[config.mk]
export PLATFORM = sky130hd
export DESIGN_NAME = afe_path_mode_config
export DESIGN_NICKNAME = d
export VERILOG_FILES = /design/src/logic/afe_path_pkg.sv /design/src/logic/slot_path_decoder.sv /design/src/logic/dc_channel_sequencer.sv /design/src/logic/afe_path_mode_config.sv
export VERILOG_INCLUDE_DIRS = /design/src /design/src/logic
export SDC_FILE = /design/constraint.sdc
export NUM_CORES = 1
export LEC_CHECK = 0
export ABC_AREA = 1
export BUFFER_PORTS_ARGS = -buffer_cell sky130_fd_sc_hd__buf_4
export CORE_MARGIN = 2
export CORE_UTILIZATION = 45
export CTS_CLUSTER_DIAMETER = 100
export CTS_CLUSTER_SIZE = 30
export DETAILED_ROUTE_END_ITERATION = 7
export PLACE_DENSITY = 0.65
export SLEW_MARGIN = 25
export SYNTH_ARGS = -nofsm -noshare
export SYNTH_HDL_FRONTEND = slang
export SYNTH_HIERARCHICAL = 1
export SYNTH_SLANG_ARGS = --single-unit
[constraint.sdc]
create_clock -name clk -period 2.7 [get_ports clk]
set_clock_uncertainty 0.15 [all_clocks]
set_input_delay 0.135 -clock clk [delete_from_list [all_inputs] [get_ports clk]]
set_output_delay 0.135 -clock clk [all_outputs]
set_load 0.05 [all_outputs]
[src/logic/afe_path_consts.svh]
// constants for the receive-path mode configuration block
`ifndef AFE_PATH_CONSTS_SVH
`define AFE_PATH_CONSTS_SVH

// register port widths
`define REG_ADDR_W          8
`define REG_DATA_W          16

// register offsets on the host register port
`define OFF_INPUT_CFG       8'h14
`define OFF_SLOT_A_INT_CTRL 8'h42
`define OFF_SLOT_A_PATH     8'h43
`define OFF_SLOT_B_INT_CTRL 8'h44
`define OFF_SLOT_B_PATH     8'h45
`define OFF_BUF_MODE_EN     8'h58
`define OFF_SLOT_A_DATA     8'h70
`define OFF_SLOT_B_DATA     8'h71

// reset values
`define RST_INPUT_CFG       16'h0555
`define RST_INT_CTRL        16'h1C00
`define RST_PATH_WORD       16'hADA5
`define RST_BUF_MODE_EN     16'h0000
`define RST_DATA            16'h0000

// integrator control fields
`define INT_SETUP_HI        15
`define INT_SETUP_LO        10
`define INT_GAIN_HI         9
`define INT_GAIN_LO         8
`define INT_AS_BUF_BIT      7
`define GAIN_CODE_07        2'h2

// global buffer enable field
`define BUF_GLOBAL_EN_BIT   7

// input configuration fields
`define PD_SEL_B_HI         11
`define PD_SEL_B_LO         8
`define PD_SEL_A_HI         7
`define PD_SEL_A_LO         4
`define LED_SEL_B_HI        3
`define LED_SEL_B_LO        2
`define LED_SEL_A_HI        1
`define LED_SEL_A_LO        0

// path connection codes
`define PATH_NORMAL         16'hADA5
`define PATH_BPF_BYPASS     16'hAE65
`define PATH_FULL_BYPASS    16'hB065

// dc sampling timing
`define CLK_PERIOD_NS       20
`define SAMPLE_SPACING_NS   1000
`define SAMPLE_SPACING_CYC  ((`SAMPLE_SPACING_NS + `CLK_PERIOD_NS - 1) / `CLK_PERIOD_NS)
`define DC_CHANNELS         4

`endif

[src/logic/afe_path_pkg.sv]
// types shared by the receive-path mode configuration block
package afe_path_pkg;

   // decoded arrangement of one slot's receive path
   typedef struct packed {
      logic       bpf_bypass;
      logic       int_bypass;
      logic       int_buffer;
      logic       gain_07;
      logic       dc_mode;
      logic       pulse_connect;
      logic [5:0] int_setup;
      logic [3:0] pd_sel;
   } path_cfg_t;

   // dc channel sequencer states
   typedef enum logic [1:0] {
      SEQ_IDLE = 2'b01,
      SEQ_RUN  = 2'b10
   } seq_state_t;

endpackage : afe_path_pkg

[src/logic/slot_path_decoder.sv]
// decoder from one slot's register fields to its path arrangement
`timescale 1ns/1ps
`default_nettype none
`include "afe_path_consts.svh"

module slot_path_decoder (
   input  wire logic [15:0]           int_ctrl,
   input  wire logic [15:0]           path_word,
   input  wire logic                  global_en,
   input  wire logic [1:0]            led_sel,
   input  wire logic [3:0]            pd_sel,
   output var  afe_path_pkg::path_cfg_t cfg
);

   // compare a path word against one connection code
   function automatic logic path_is(input logic [15:0] w,
                                    input logic [15:0] code);
      path_is = (w == code);
   endfunction : path_is

   logic bpf_off;
   logic int_off;
   logic buf_on;

   // path word selects bypass of filter and integrator
   assign bpf_off = path_is(path_word, `PATH_BPF_BYPASS)
                  | path_is(path_word, `PATH_FULL_BYPASS);
   assign int_off = path_is(path_word, `PATH_FULL_BYPASS);
   // buffer conversion needs the slot bit and the global bit
   assign buf_on  = int_ctrl[`INT_AS_BUF_BIT] & global_en;

   // assemble the slot arrangement
   assign cfg.bpf_bypass    = bpf_off;
   assign cfg.int_bypass    = int_off;
   assign cfg.int_buffer    = buf_on & ~int_off;
   assign cfg.gain_07       = (int_ctrl[`INT_GAIN_HI:`INT_GAIN_LO]
                               == `GAIN_CODE_07);
   assign cfg.dc_mode       = bpf_off;
   assign cfg.pulse_connect = (led_sel == 2'h0);
   assign cfg.int_setup     = int_ctrl[`INT_SETUP_HI:`INT_SETUP_LO];
   assign cfg.pd_sel        = pd_sel;

endmodule : slot_path_decoder
`default_nettype wire

[src/logic/dc_channel_sequencer.sv]
// sequencer that strobes the converter channels one after another
`timescale 1ns/1ps
`default_nettype none
`include "afe_path_consts.svh"

module dc_channel_sequencer #(
   parameter int CHANNELS = `DC_CHANNELS,
   parameter int SPACING  = `SAMPLE_SPACING_CYC
) (
   input  wire logic                        clk,
   input  wire logic                        srst,
   input  wire logic                        ce,
   input  wire logic                        go,
   output var  logic                        strobe,
   output var  logic [$clog2(CHANNELS)-1:0] chan
);

   localparam int CW = $clog2(CHANNELS);
   localparam int GW = $clog2(SPACING);
   localparam logic [GW-1:0] GAP_LAST = GW'(SPACING - 1);
   localparam logic [CW-1:0] CH_LAST  = CW'(CHANNELS - 1);

   afe_path_pkg::seq_state_t state_reg;
   afe_path_pkg::seq_state_t state_next;
   logic [GW-1:0]            gap_reg;
   logic [GW-1:0]            gap_next;
   logic [CW-1:0]            chan_reg;
   logic [CW-1:0]            chan_next;
   logic                     strobe_reg;
   logic                     strobe_next;

   // one strobe per channel, spaced by the sample spacing
   always_comb begin
      state_next  = state_reg;
      gap_next    = gap_reg;
      chan_next   = chan_reg;
      strobe_next = 1'b0;
      case (state_reg)
         afe_path_pkg::SEQ_IDLE: begin
            if (go) begin
               state_next  = afe_path_pkg::SEQ_RUN;
               gap_next    = GAP_LAST;
               chan_next   = '0;
               strobe_next = 1'b1;
            end
         end
         afe_path_pkg::SEQ_RUN: begin
            if (gap_reg != '0) begin
               gap_next = gap_reg - 1'b1;
            end else if (chan_reg == CH_LAST) begin
               state_next = afe_path_pkg::SEQ_IDLE;
            end else begin
               chan_next   = chan_reg + 1'b1;
               gap_next    = GAP_LAST;
               strobe_next = 1'b1;
            end
         end
         default: begin
            state_next = afe_path_pkg::SEQ_IDLE;
         end
      endcase
   end

   // state registers, frozen while ce is low
   always_ff @(posedge clk) begin
      if (srst) begin
         state_reg  <= afe_path_pkg::SEQ_IDLE;
         gap_reg    <= '0;
         chan_reg   <= '0;
         strobe_reg <= 1'b0;
      end else if (ce) begin
         state_reg  <= state_next;
         gap_reg    <= gap_next;
         chan_reg   <= chan_next;
         strobe_reg <= strobe_next;
      end
   end

   assign strobe = strobe_reg;
   assign chan   = chan_reg;

   // helper: enabled cycles since the last strobe
   logic [GW:0] since_reg;
   always_ff @(posedge clk) begin
      if (srst) begin
         since_reg <= '0;
      end else if (ce) begin
         since_reg <= strobe_reg ? (GW+1)'(1) : since_reg + 1'b1;
      end
   end

   a_strobe_spacing: assert property (@(posedge clk) disable iff (srst)
      strobe_reg && chan_reg != '0 |-> since_reg == (GW+1)'(SPACING))
      else $error("channel strobes not one sample spacing apart");

   a_chan_order: assert property (@(posedge clk) disable iff (srst)
      ce && strobe_next && chan_next != '0
      |=> chan_reg == $past(chan_reg) + 1'b1)
      else $error("channels not strobed in order");

endmodule : dc_channel_sequencer
`default_nettype wire

[src/logic/afe_path_mode_config.sv]
// receive-path mode configuration for two slots with dc sampling control
`timescale 1ns/1ps
`default_nettype none
`include "afe_path_consts.svh"
// Operation
// - gain code 10 gives 0.7, else 1.0
// - slot buffer bit turns integrator into buffer
// - global enable gates both slots' buffer selection
// - ADA5 normal path, AE65 bypasses filter only
// - B065 bypasses filter and integrator both
// - zero input select disconnects photodiode inputs
// - pulse connect gates inputs with LED timing
// - zero LED select enters pulse connect mode
// - slots configured independently, alternate measurements
// - zero offsets pass raw dc converter code
// - results via fifo or per-slot data registers
// - dc mode samples four channels, 1 us apart

module afe_path_mode_config #(
   parameter int CHANNELS = `DC_CHANNELS,
   parameter int SPACING  = `SAMPLE_SPACING_CYC
) (
   input  wire logic                          clk,
   input  wire logic                          srst,
   input  wire logic                          ce,
   input  wire logic                          reg_wr,
   input  wire logic                          reg_rd,
   input  wire logic [`REG_ADDR_W-1:0]        reg_addr,
   input  wire logic [`REG_DATA_W-1:0]        reg_wdata,
   output var  logic [`REG_DATA_W-1:0]        reg_rdata,
   output var  logic                          reg_rvalid,
   input  wire logic                          slot_start,
   input  wire logic                          slot_is_b,
   input  wire logic                          sample_start,
   input  wire logic                          led_pulse,
   input  wire logic                          adc_valid,
   input  wire logic [15:0]                   adc_code,
   input  wire logic [15:0]                   adc_offset,
   output var  afe_path_pkg::path_cfg_t       slot_cfg,
   output var  logic                          active_is_b,
   output var  logic [3:0]                    pd_connect,
   output var  logic                          led_fire_en,
   output var  logic                          adc_strobe,
   output var  logic [$clog2(CHANNELS)-1:0]   adc_channel,
   output var  logic                          fifo_valid,
   output var  logic [15:0]                   fifo_data
);

   // host-visible registers
   logic [15:0] input_config_reg;
   logic [15:0] slot_a_integrator_control_reg;
   logic [15:0] slot_a_path_connection_reg;
   logic [15:0] slot_b_integrator_control_reg;
   logic [15:0] slot_b_path_connection_reg;
   logic [15:0] buffer_mode_enable_reg;
   logic [15:0] slot_a_data_reg;
   logic [15:0] slot_b_data_reg;

   // address match, used by both the write and the read decode
   function automatic logic addr_hit(input logic [`REG_ADDR_W-1:0] a,
                                     input logic [`REG_ADDR_W-1:0] off);
      addr_hit = (a == off);
   endfunction : addr_hit

   logic we_input;
   logic we_a_ctrl;
   logic we_a_path;
   logic we_b_ctrl;
   logic we_b_path;
   logic we_buf_en;
   logic wr_go;

   // write strobes per register
   assign wr_go     = ce & reg_wr;
   assign we_input  = wr_go & addr_hit(reg_addr, `OFF_INPUT_CFG);
   assign we_a_ctrl = wr_go & addr_hit(reg_addr, `OFF_SLOT_A_INT_CTRL);
   assign we_a_path = wr_go & addr_hit(reg_addr, `OFF_SLOT_A_PATH);
   assign we_b_ctrl = wr_go & addr_hit(reg_addr, `OFF_SLOT_B_INT_CTRL);
   assign we_b_path = wr_go & addr_hit(reg_addr, `OFF_SLOT_B_PATH);
   assign we_buf_en = wr_go & addr_hit(reg_addr, `OFF_BUF_MODE_EN);

   // configuration register storage
   always_ff @(posedge clk) begin
      if (srst) begin
         input_config_reg              <= `RST_INPUT_CFG;
         slot_a_integrator_control_reg <= `RST_INT_CTRL;
         slot_a_path_connection_reg    <= `RST_PATH_WORD;
         slot_b_integrator_control_reg <= `RST_INT_CTRL;
         slot_b_path_connection_reg    <= `RST_PATH_WORD;
         buffer_mode_enable_reg        <= `RST_BUF_MODE_EN;
      end else begin
         if (we_input)  input_config_reg              <= reg_wdata;
         if (we_a_ctrl) slot_a_integrator_control_reg <= reg_wdata;
         if (we_a_path) slot_a_path_connection_reg    <= reg_wdata;
         if (we_b_ctrl) slot_b_integrator_control_reg <= reg_wdata;
         if (we_b_path) slot_b_path_connection_reg    <= reg_wdata;
         if (we_buf_en) buffer_mode_enable_reg        <= reg_wdata;
      end
   end

   // read mux; unmapped offsets read as zero
   logic [15:0] rdata_next;
   assign rdata_next =
      addr_hit(reg_addr, `OFF_INPUT_CFG)       ? input_config_reg :
      addr_hit(reg_addr, `OFF_SLOT_A_INT_CTRL) ?
         slot_a_integrator_control_reg :
      addr_hit(reg_addr, `OFF_SLOT_A_PATH)     ? slot_a_path_connection_reg :
      addr_hit(reg_addr, `OFF_SLOT_B_INT_CTRL) ?
         slot_b_integrator_control_reg :
      addr_hit(reg_addr, `OFF_SLOT_B_PATH)     ? slot_b_path_connection_reg :
      addr_hit(reg_addr, `OFF_BUF_MODE_EN)     ? buffer_mode_enable_reg :
      addr_hit(reg_addr, `OFF_SLOT_A_DATA)     ? slot_a_data_reg :
      addr_hit(reg_addr, `OFF_SLOT_B_DATA)     ? slot_b_data_reg :
      16'h0000;

   // registered read answer, one cycle after the request
   always_ff @(posedge clk) begin
      if (srst) begin
         reg_rdata  <= 16'h0000;
         reg_rvalid <= 1'b0;
      end else if (ce) begin
         reg_rdata  <= reg_rd ? rdata_next : reg_rdata;
         reg_rvalid <= reg_rd;
      end
   end

   // per-slot field extraction and decode, one decoder per slot
   logic [15:0]             ctrl_w [2];
   logic [15:0]             path_w [2];
   logic [1:0]              led_w  [2];
   logic [3:0]              sel_w  [2];
   afe_path_pkg::path_cfg_t cfg_w  [2];

   assign ctrl_w[0] = slot_a_integrator_control_reg;
   assign ctrl_w[1] = slot_b_integrator_control_reg;
   assign path_w[0] = slot_a_path_connection_reg;
   assign path_w[1] = slot_b_path_connection_reg;
   assign led_w[0]  = input_config_reg[`LED_SEL_A_HI:`LED_SEL_A_LO];
   assign led_w[1]  = input_config_reg[`LED_SEL_B_HI:`LED_SEL_B_LO];
   assign sel_w[0]  = input_config_reg[`PD_SEL_A_HI:`PD_SEL_A_LO];
   assign sel_w[1]  = input_config_reg[`PD_SEL_B_HI:`PD_SEL_B_LO];

   genvar s;
   generate
      for (s = 0; s < 2; s++) begin : g_slot
         slot_path_decoder u_dec (
            .int_ctrl  (ctrl_w[s]),
            .path_word (path_w[s]),
            .global_en (buffer_mode_enable_reg[`BUF_GLOBAL_EN_BIT]),
            .led_sel   (led_w[s]),
            .pd_sel    (sel_w[s]),
            .cfg       (cfg_w[s])
         );
      end
   endgenerate

   // arrangement of the slot about to start
   afe_path_pkg::path_cfg_t cfg_sel;
   logic                    take_slot;
   assign cfg_sel   = slot_is_b ? cfg_w[1] : cfg_w[0];
   assign take_slot = ce & slot_start;

   // active arrangement only changes at a slot boundary
   afe_path_pkg::path_cfg_t slot_cfg_reg;
   logic                    active_b_reg;
   always_ff @(posedge clk) begin
      if (srst) begin
         slot_cfg_reg <= '0;
         active_b_reg <= 1'b0;
      end else if (take_slot) begin
         slot_cfg_reg <= cfg_sel;
         active_b_reg <= slot_is_b;
      end
   end
   assign slot_cfg    = slot_cfg_reg;
   assign active_is_b = active_b_reg;

   // photodiode connection: off when unselected, pulsed in connect mode
   logic [3:0] conn_next;
   assign conn_next =
      (slot_cfg_reg.pd_sel == 4'h0)         ? 4'h0 :
      (slot_cfg_reg.pulse_connect & ~led_pulse) ? 4'h0 :
      slot_cfg_reg.pd_sel;

   logic [3:0] pd_conn_reg;
   logic       led_en_reg;
   always_ff @(posedge clk) begin
      if (srst) begin
         pd_conn_reg <= 4'h0;
         led_en_reg  <= 1'b0;
      end else if (ce) begin
         pd_conn_reg <= conn_next;
         led_en_reg  <= ~slot_cfg_reg.pulse_connect;
      end
   end
   assign pd_connect  = pd_conn_reg;
   assign led_fire_en = led_en_reg;

   // channel sequencing in dc measurement mode
   logic seq_go;
   assign seq_go = sample_start & slot_cfg_reg.dc_mode;

   dc_channel_sequencer #(
      .CHANNELS (CHANNELS),
      .SPACING  (SPACING)
   ) u_seq (
      .clk    (clk),
      .srst   (srst),
      .ce     (ce),
      .go     (seq_go),
      .strobe (adc_strobe),
      .chan   (adc_channel)
   );

   // result: converter code less offset; zero offset passes raw code
   logic [15:0] result_w;
   assign result_w = adc_code - adc_offset;

   // result to fifo port and to the active slot's data register
   logic        fifo_valid_reg;
   logic [15:0] fifo_data_reg;
   always_ff @(posedge clk) begin
      if (srst) begin
         fifo_valid_reg  <= 1'b0;
         fifo_data_reg   <= `RST_DATA;
         slot_a_data_reg <= `RST_DATA;
         slot_b_data_reg <= `RST_DATA;
      end else if (ce) begin
         fifo_valid_reg <= adc_valid;
         if (adc_valid) begin
            fifo_data_reg <= result_w;
            if (active_b_reg) slot_b_data_reg <= result_w;
            else              slot_a_data_reg <= result_w;
         end
      end
   end
   assign fifo_valid = fifo_valid_reg;
   assign fifo_data  = fifo_data_reg;

   a_slot_latch: assert property (@(posedge clk) disable iff (srst)
      take_slot |=> slot_cfg_reg == $past(cfg_sel))
      else $error("slot arrangement not taken at slot start");

   a_cfg_hold: assert property (@(posedge clk) disable iff (srst)
      !take_slot |=> $stable(slot_cfg_reg))
      else $error("slot arrangement changed inside a measurement");

   a_pd_disconnect: assert property (@(posedge clk) disable iff (srst)
      ce && slot_cfg_reg.pd_sel == 4'h0 |=> pd_conn_reg == 4'h0)
      else $error("inputs connected with zero selection");

   a_pulse_gating: assert property (@(posedge clk) disable iff (srst)
      ce && slot_cfg_reg.pulse_connect
      |=> pd_conn_reg == ($past(led_pulse) ? $past(slot_cfg_reg.pd_sel)
                                           : 4'h0))
      else $error("pulse connect not following led timing");

   a_led_suppress: assert property (@(posedge clk) disable iff (srst)
      ce |=> led_en_reg == !$past(slot_cfg_reg.pulse_connect))
      else $error("led enable wrong for connect mode");

   a_buffer_global: assert property (@(posedge clk) disable iff (srst)
      cfg_w[0].int_buffer || cfg_w[1].int_buffer
      |-> buffer_mode_enable_reg[`BUF_GLOBAL_EN_BIT])
      else $error("buffer mode without global enable");

   a_path_decode: assert property (@(posedge clk) disable iff (srst)
      cfg_w[0].bpf_bypass == (slot_a_path_connection_reg == `PATH_BPF_BYPASS
         || slot_a_path_connection_reg == `PATH_FULL_BYPASS))
      else $error("slot a filter bypass decode wrong");

   a_full_bypass: assert property (@(posedge clk) disable iff (srst)
      cfg_w[1].int_bypass
      == (slot_b_path_connection_reg == `PATH_FULL_BYPASS))
      else $error("slot b integrator bypass decode wrong");

   a_gain_decode: assert property (@(posedge clk) disable iff (srst)
      cfg_w[1].gain_07
      == (slot_b_integrator_control_reg[`INT_GAIN_HI:`INT_GAIN_LO]
          == `GAIN_CODE_07))
      else $error("slot b buffer gain decode wrong");

   a_result_path: assert property (@(posedge clk) disable iff (srst)
      ce && adc_valid |=> fifo_valid_reg
         && fifo_data_reg == $past(adc_code) - $past(adc_offset))
      else $error("result not forwarded to fifo port");

   a_path_decode_b: assert property (@(posedge clk) disable iff (srst)
      cfg_w[1].bpf_bypass == (slot_b_path_connection_reg == `PATH_BPF_BYPASS
         || slot_b_path_connection_reg == `PATH_FULL_BYPASS))
      else $error("slot b filter bypass decode wrong");

   a_gain_decode_a: assert property (@(posedge clk) disable iff (srst)
      cfg_w[0].gain_07
      == (slot_a_integrator_control_reg[`INT_GAIN_HI:`INT_GAIN_LO]
          == `GAIN_CODE_07))
      else $error("slot a buffer gain decode wrong");

   // outside pulse connect the inputs follow the selection field
   a_pd_follow: assert property (@(posedge clk) disable iff (srst)
      ce && !slot_cfg_reg.pulse_connect
      |=> pd_conn_reg == $past(slot_cfg_reg.pd_sel))
      else $error("inputs not connected as selected");

   // a low clock enable must hold the active arrangement and outputs
   a_ce_freeze: assert property (@(posedge clk) disable iff (srst)
      !ce |=> $stable(slot_cfg_reg) && $stable(pd_conn_reg)
         && $stable(fifo_valid_reg))
      else $error("state moved while clock enable was low");

endmodule : afe_path_mode_config
`default_nettype wire

* Yosys cells after proc, flatten, opt, wreduce, memory -nomap -nowiden
Index checks and enable logic that the tools add are counted.
** Storage, ports and cells
- Word-level logic and storage cells :: 112
- Flip-flop bits (word level) :: 195
** Cells by class
- Equality and inequality tests :: 22
- Add/subtract/negate cells :: 3
- Bitwise logic cells :: 21
- Reductions and logical operators :: 12
- Muxes and demuxes :: 27
** Operators with widths (number)
- two-way mux 16 bit :: 9
- equality test 16 bit, second input constant :: 4
- equality test 8 x 7 -> 1 bit, second input constant :: 7
- two-way mux 6 bit :: 3
- subtractor 16 bit :: 1
- bitwise AND 1 bit :: 14
- two-way mux 2 bit :: 6
- case mux 6 bit (2 select lines) :: 1
- equality test 2 bit, second input constant :: 4
- equality test 8 x 5 -> 1 bit, second input constant :: 1
- two-way mux 4 bit :: 2
- case mux 2 bit (2 select lines) :: 2
- AND reduction 4 bit :: 2
- inequality test 2 bit, second input constant :: 3
- AND reduction 3 bit :: 2
- nonzero test 6 bit :: 1
- subtractor 6 x 1 -> 6 bit, second input constant :: 1
- NOT 1 bit :: 5
- AND reduction 5 bit :: 1
- logical NOT 2 bit :: 2
- logical NOT 4 bit :: 1
- AND reduction 2 bit :: 2
- two-way mux 1 bit :: 3
- inequality test 3 x 2 -> 1 bit, second input constant :: 1
- other kinds (6) :: 7

* Longest topological paths before layout
Gate-level depths: netlist of the first run.
- Depth in word-level cells :: 9
- Mapped depth :: 13

* By module
Netlist of the first run, hierarchy kept.
** By module, submodules not included
- afe_path_mode_config :: instances 1, cells each 1275, area an instance 9003.6 sq um
- dc_channel_sequencer :: instances 1, cells each 91, area an instance 673.1 sq um
- slot_path_decoder :: instances 2, cells each 50, area an instance 260.2 sq um

* Worst setup path after synthesis of the first run
Ideal clock, no wire load.
- Kind :: reg-to-reg
- From :: reg slot_cfg_reg (netlist bit slot_cfg[11])
- To :: reg u_seq.chan_reg[0], in the netlist u_seq/chan[0]
- Stages on the path, launching flop included :: 10
- Slack :: 0.920 ns
- Arrival :: 1.513 ns
- Cells stage by stage :: dfxtp_1 nand2_1 inv_1 inv_1 a21boi_2 nand2_2 a21oi_2 inv_1 nor2_1 nor2_1
** Between the ends
- Word-level cells in the longest chain between the ends :: 3
** Ends and longest elaborated chain
- start, declared :: line afe_path_mode_config.sv:164 : afe_path_pkg::path_cfg_t slot_cfg_reg;
- start signal, assigned :: line afe_path_mode_config.sv:171 : slot_cfg_reg <= cfg_sel;
- bitwise AND 1 bit :: line afe_path_mode_config.sv:201 : assign seq_go = sample_start & slot_cfg_reg.dc_mode;
- net seq_go :: line afe_path_mode_config.sv:200 : logic seq_go;
- inequality test 2 bit (no line)
- AND reduction 5 bit (no line)
- end signal, assigned :: line dc_channel_sequencer.sv:74 : chan_reg <= chan_next;
- end, declared :: line dc_channel_sequencer.sv:27 : logic [CW-1:0] chan_reg;
The timed path passes the listed nets, and every way through them passes these cells.
A chain may end at the register's enable or synchronous reset.

* Worst setup path in the final report of the first run
- From :: in adc_offset[0]
- To :: reg fifo_data_reg[14], in the netlist fifo_data[14]
** Between the ends
- Word-level cells in the longest chain between the ends :: 1
** Ends and longest elaborated chain
- start, declared :: line afe_path_mode_config.sv:38 : input wire logic [15:0] adc_offset,
- subtractor 16 bit :: line afe_path_mode_config.sv:217 : assign result_w = adc_code - adc_offset;
- end signal, assigned :: line afe_path_mode_config.sv:225 : fifo_data_reg <= `RST_DATA;
- end signal, assigned :: line afe_path_mode_config.sv:231 : fifo_data_reg <= result_w;
- end, declared :: line afe_path_mode_config.sv:221 : logic [15:0] fifo_data_reg;
No other way between the ends.

==> flow_metrics.py, run 1 <==
metrics = {
    "grt": {
        "grt_pass1_vias": 8936,
        "antenna_found_initial": 0,
        "pin_count_of_the_biggest_net_entering_global_routing": 77,
        "grt.overflow.total": 0,
        "grt_first_pass_wirelength_um": 46890,
        "groute.usage.overall": 0.2461,
    },
    "layout": {
        "insertedDiodeCount": 0,
        "stdcell_count": 1853,
        "layout_fillers": 2272,
        "final_design_area_no_fill_um2": 11870,
        "area.growth.synth_to_final_pct": 16.37,
        "post_route_cells_drive_above_1_share": 0.1575,
        "nNetsFinal": 1641,
    },
    "yosys": {
        "mapped_cell_area_um2": 10200,
        "synth-seq-cells": 195,
        "async_s_r_ff_share_synth": 0,
        "proportion_of_synthesized_chip_area_in_sequential_cells": 0.3828,
        "number_of_distinct_library_cells_after_synthesis": 47,
        "synthesis.instances": 1466,
        "synth_nets": 1552,
        "ys_warn_count": 6,
        "synth_enable_flop_cells": 0,
        "most_used_flip_flop_cell_after_synthesis": "sky130_fd_sc_hd__dfxtp_1",
        "avgSynthCellArea_um2": 6.956,
    },
    "sta": {
        "rsz0062_at_grt": "false",
        "report.final.hold_viol_count": 0,
        "tightestPinTransition_ns": 0.7649,
        "final.period_utilization": 0.7699,
        "report.final.setup_viol": 0,
        "relSlewSlack": 0.4869,
        "fmax_mhz": 481.1,
        "setup_tns_ns": 0,
        "timing.final.max_slew_violations": 0,
        "finalWorstPathRequiredPeriod_ns": 2.079,
    },
    "clock_tree": {
        "cts_root_buf": "sky130_fd_sc_hd__clkbuf_16",
        "post_cts_hold_buffer_count": 22,
        "cts_resized": 0,
        "clock_latency_at_the_later_pin_of_the_worst_skew_pair_ns": 0.44,
        "cts.path.max_buffers": 2,
        "clk_pin_slew_worst_paths_ns": 0.08,
        "cts_tree": "yes",
        "postCtsSetupBuffers": 0,
        "clock_sinks": 195,
        "cts_buffers": 17,
        "h-tree-depth": 4,
    },
    "floorplan": {
        "start_util": 0.4545,
        "core_area_um2": 22430,
        "fp.dieW_um": 154.5,
        "fp.dieArea_um2": 23880,
        "top_level_ports": 125,
        "rows": 55,
        "chipHeight_um": 154.5,
    },
    "drt": {
        "routedWlPerCell_um": 15.70,
        "totalWireLength_um": 29090,
        "via_per_inst": 5.186,
        "drtAntennaViolNets": 0,
        "routed-via-count": 9610,
        "drt_pre_antenna_iters": 5,
        "detailedRoute.firstIterationViolations": 791,
        "drcViolationCount": 0,
    },
    "min_path": {
        "path_class_of_the_lowest_slack_min_delay_path": "primary input to register",
    },
    "setup_path": {
        "worst_setup_path_start_kind": "primary input",
        "critPathSlowestCell": "sky130_fd_sc_hd__dlygate4sd3_1",
        "critPathMaxFanout": 3,
        "cp_common_cell": "sky130_fd_sc_hd__nand3_1",
        "critical_path_class": "primary input to register",
        "critical_path_required_ns": 2.89,
        "worst-endpoint-arrival_ns": 2.27,
        "end_kind": "register",
        "critical_path.max_stage_delay_ns": 0.54,
        "crit_chain": "dlygate4sd3_1 -> buf_4 -> ha_1 -> fa_1 -> nor3_1 -> nor2_1 -> or2_1 -> nand3_1 -> nand3_1 -> nand2_1 -> inv_1",
    },
    "power": {
        "pwr_density_cell_nw_per_um2": 556.3,
        "power.total_mw": 6.601,
        "power.ir.vdd_worst_mv": 0.3115,
        "cell_leakage_power_nw": 5.700,
    },
    "place": {
        "place.detailed.hpwl_um": 20630,
        "placedInstanceArea_um2": 11050,
        "io_buffers": 124,
        "last_weighted_congestion_value_of_the_routability_driven_placer": 0.8716,
        "placedCellCount": 1799,
    },
    "run": {
        "max_cap_violations": 0,
    },
    "outcome": {
        "outcome": "completed",
    },
}
-- stage by stage --
step	hold WS (ns)	worst slack [ns]	utilization
finish	0.01446	0.6213	0.5289
global route	0.02972	0.4755	0.5289
CTS	0.005005	0.6237	0.5289
detailed placement	0.2319	0.6866	0.4927
global placement	0.2262	0.6518	0.4927
floorplan	0.04744	0.9205	-
-- layer usage --
| layer | track usage | vias to the layer above | routed length (µm) |
|---|---|---|---|
| li1 | - | 4871 | - |
| met1 | 0.3583 | 4409 | 14100 |
| met2 | 0.3812 | 296 | 12720 |
| met3 | 0.03642 | 34 | 1804 |
| met4 | 0.06570 | 0 | 467 |
| met5 | 0 | - | 0 |
-- Yosys cell counts (all sizes together), types with 2 or more instances --
| cell type | n | area share |
|---|---|---|
| a21o | 2 | 0.0015 |
| a21oi | 126 | 0.065 |
| buf | 69 | 0.047 |
| clkbuf | 25 | 0.011 |
| clkinv | 3 | 0.0011 |
| dfxtp | 195 | 0.38 |
| ha | 19 | 0.023 |
| inv | 200 | 0.074 |
| nand2 | 332 | 0.13 |
| nand3 | 148 | 0.074 |
| nand3b | 9 | 0.0066 |
| nand4 | 20 | 0.014 |
| nor2 | 148 | 0.062 |
| nor3 | 9 | 0.0066 |
| o211ai | 43 | 0.036 |
| o21a | 7 | 0.0052 |
| o21ai | 94 | 0.047 |
| o21bai | 2 | 0.0015 |
| or2 | 3 | 0.0018 |
| xnor2 | 3 | 0.0026 |
| xor2 | 4 | 0.0034 |
-- power breakdown --
part	total, mW	switching [mW]	internal [mW]	leakage, nW
combinational	1.03	0.678	0.353	3.83
clock	2.55	1.30	1.25	0.289
sequential	3.02	0.0591	2.96	1.58
-- worst paths after layout --
kind | from | slack (ns) | to | depth (start not counted)
worst max register to register | u_seq/state_reg[1]$_SDFFE_PP0P_ | 0.85 | u_seq/chan[0]$_SDFFE_PP0P_ | 8
worst max-delay path | adc_offset[0] | 0.62 | fifo_data[14]$_SDFFE_PP0P_ | 11
worst min-delay path | adc_code[0] | 0.01 | fifo_data[0]$_SDFFE_PP0P_ | 4
worst min register to register | reg_rvalid$_SDFFE_PP0P_ | 0.31 | reg_rvalid$_SDFFE_PP0P_ | 2
-- cell type report --
class	instances	area, µm²	share of cell area
inverters	203	769.5	0.06485
well taps	285	356.6	0.03005
flip-flops and latches	195	3904	0.3290
clock buffers	18	429.2	0.03617
multi-input cells	974	4932	0.4156
clock inverters	14	163.9	0.01381
repair buffers	164	1311	0.1105
-- logic make-up (layout without fill, tap and decap cells) --
logic type / count (synthesis) / after routing / share of synthesized area
buffers and inverters: 297 / 399 / 0.1335
AOI/OAI and AO/OA: 278 / 278 / 0.1593
and+or+nand+nor: 669 / 669 / 0.2931
xor gates and xnor gates: 7 / 7 / 0.006012
DFF: 195 / 195 / 0.3828
adders and majority gates: 20 / 20 / 0.02528
-- cells in the final DEF, fill, tap and decap left out, drive strengths merged, types with 19 or more instances in the layout --
cell type | synthesis | final
nand2 | 332 | 332
inv | 200 | 206
dfxtp | 195 | 195
nand3 | 148 | 148
nor2 | 148 | 148
buf | 69 | 142
a21oi | 126 | 126
o21ai | 94 | 94
o211ai | 43 | 43
dlygate4sd3 | 0 | 22
nand4 | 20 | 20
ha | 19 | 19
-- worst max-delay path, delay by kind of cell --
kind,cells,cell delay [ns]
and+or+nand+nor,6,0.81
buffers and inverters,3,0.70
adders and majority gates,2,0.62
(Power assumes the default switching activity.)
==> run 2, diff against run 1 <==
- clock period: 2.7 -> 2 ns (I/O delays scaled with it)
==> run 2 against run 1 <==
Effect of this change:
- count of clock-buffer cells in the layout shrank 1
- critical endpoint is now pd_connect[0]$_SDFFE_PP0P_
- non-clock buffer count grew 25
- via count grew 1.0%
- first-iteration DRC count up 5.9%
- hold slack better by 0.015 ns
- largest cell class unchanged
- worst setup slack lost 0.52 ns
- power up 36%
- global-route usage fell by 0.67 points
- sequential power increased by 35%
- wire length shrank 2.4%
==> flow_metrics.py, run 2 (synthesis results as in run 1) <==
metrics = {
    "grt": {
        "grt.overflow.total": 0,
        "grt_first_pass_wirelength_um": 45710,
        "groute.usage.overall": 0.2395,
        "antenna_found_initial": 0,
        "grt_pass1_vias": 8706,
        "pin_count_of_the_biggest_net_entering_global_routing": 50,
    },
    "sta": {
        "fmax_mhz": 527.7,
        "final.period_utilization": 0.9475,
        "setup_ws_ns": 0.1051,
        "timing.final.max_slew_violations": 0,
        "worst_hold_slack_ns": 0.02987,
        "setup_tns_ns": 0,
        "report.final.hold_viol_count": 0,
        "relSlewSlack": 0.5881,
        "finalWorstPathRequiredPeriod_ns": 1.895,
        "rsz0062_at_grt": "true",
        "report.final.setup_viol": 0,
        "tightestPinTransition_ns": 0.6172,
    },
    "place": {
        "place.detailed.hpwl_um": 20660,
        "worst_slack_at_placement_ns": 0.03147,
        "last_weighted_congestion_value_of_the_routability_driven_placer": 0.8617,
        "io_buffers": 124,
        "placedCellCount": 1818,
        "placedInstanceArea_um2": 11280,
    },
    "layout": {
        "insertedDiodeCount": 0,
        "layout.cells.most_common_list": "313 x sky130_fd_sc_hd__nand2_1, 195 x sky130_fd_sc_hd__dfxtp_1, 187 x sky130_fd_sc_hd__inv_1",
        "finished_core_util": 0.5425,
        "final_design_area_no_fill_um2": 12170,
        "mostFrequentLayoutCell": "sky130_fd_sc_hd__nand2_1",
        "post_route_cells_drive_above_1_share": 0.1707,
        "stdcell_count": 1878,
        "nNetsFinal": 1666,
        "area.growth.synth_to_final_pct": 19.35,
    },
    "drt": {
        "drtAntennaViolNets": 0,
        "routed-via-count": 9707,
        "totalWireLength_um": 28390,
        "drt_pre_antenna_iters": 5,
        "routedWlPerCell_um": 15.11,
        "drcViolationCount": 0,
        "via_per_inst": 5.169,
        "detailedRoute.firstIterationViolations": 838,
    },
    "setup_path": {
        "worst-endpoint-arrival_ns": 2.13,
        "critPathLaunch": "srst",
        "critical_path_class": "primary input to register",
        "worst_setup_path_start_kind": "primary input",
        "crit_chain": "dlygate4sd3_1 -> buf_4 -> inv_2 -> buf_12 -> o21ai_0 -> a21oi_1 -> dlygate4sd3_1",
        "critPathSlowestCell": "sky130_fd_sc_hd__dlygate4sd3_1",
        "cp_common_cell": "sky130_fd_sc_hd__dlygate4sd3_1",
        "worstReg2RegStart": "slot_cfg[11]$_SDFFE_PP0P_",
        "critical_path_required_ns": 2.24,
        "critical_path.max_stage_delay_ns": 0.56,
        "end_kind": "register",
        "critPathMaxFanout": 48,
    },
    "floorplan": {
        "core_area_um2": 22430,
        "top_level_ports": 125,
        "chipHeight_um": 154.5,
        "rows": 55,
        "start_util": 0.4545,
        "fp.dieW_um": 154.5,
        "fp.dieArea_um2": 23880,
    },
    "clock_tree": {
        "cts_tree": "yes",
        "clock_sinks": 195,
        "cts.path.max_buffers": 2,
        "cts_root_buf": "sky130_fd_sc_hd__clkbuf_16",
        "h-tree-depth": 4,
        "clk_pin_slew_worst_paths_ns": 0.08,
        "clock_latency_at_the_later_pin_of_the_worst_skew_pair_ns": 0.44,
        "cts_buffers": 17,
    },
    "min_path": {
        "path_class_of_the_lowest_slack_min_delay_path": "primary input to register",
        "worstHoldStart": "adc_valid",
    },
    "power": {
        "cell_leakage_power_nw": 5.842,
        "pwr_density_cell_nw_per_um2": 736.8,
        "power.total_mw": 8.967,
        "power.ir.vdd_worst_mv": 0.4881,
    },
    "run": {
        "max_cap_violations": 0,
    },
    "outcome": {
        "outcome": "completed",
    },
}
==> run 2: changes by cell type in the layout (fill, tap and decap cells not counted), moves of 2 or more <==
| cell | change |
|---|---|
| sky130_fd_sc_hd__buf_12 | +7 |
| sky130_fd_sc_hd__buf_4 | +13 |
| sky130_fd_sc_hd__clkinvlp_4 | +3 |
| sky130_fd_sc_hd__dlygate4sd3_1 | +5 |
| sky130_fd_sc_hd__inv_6 | +3 |
| sky130_fd_sc_hd__inv_8 | -2 |
| sky130_fd_sc_hd__nand2_1 | -2 |
| sky130_fd_sc_hd__nand2_2 | +2 |
==> run 2: critical path, delay by kind of cell <==
kind            cells  cell delay, ns
compound gates      2            0.25
buf+inv             5            1.74
==> run 2: layout make-up <==
| type | instances | area, µm² |
|---|---|---|
| fillers | 2256 | 10260 |
| flip-flops and latches | 195 | 3904 |
| clock buffers | 17 | 425.4 |
| repair buffers | 189 | 1599 |
| inverters | 203 | 773.2 |
| multi-input cells | 974 | 4941 |
| clock inverters | 15 | 171.4 |
| well taps | 285 | 356.6 |
==> run 2: final timing paths <==
kind,to,cells past startpoint,slack [ns]
max,pd_connect[0]$_SDFFE_PP0P_,7,0.11
min,fifo_valid$_SDFFE_PP0P_,3,0.03
max reg2reg,u_seq/chan[1]$_SDFFE_PP0P_,9,0.20
min reg2reg,fifo_valid$_SDFFE_PP0P_,2,0.31
==> run 2: layer usage <==
layer	up-vias	track usage	wire length, µm
li1	4927	-	-
met1	4479	0.3547	14160
met2	281	0.3680	12370
met3	20	0.03727	1534
met4	0	0.05159	318
met5	-	0	0
==> run 2: timing repair <==
action,in CTS,in global routing
hold buffers,27,0
setup buffers,0,1
setup endpoints to repair,0,19
resized for setup,0,4
hold endpoints to repair,120,0
==> run 2: where the power goes <==
group	total, mW	switching [mW]	internal (mW)
Sequential	4.07	0.0776	3.99
Combinational	1.43	0.923	0.508
Clock	3.46	1.68	1.78
Total	8.97	2.68	6.28
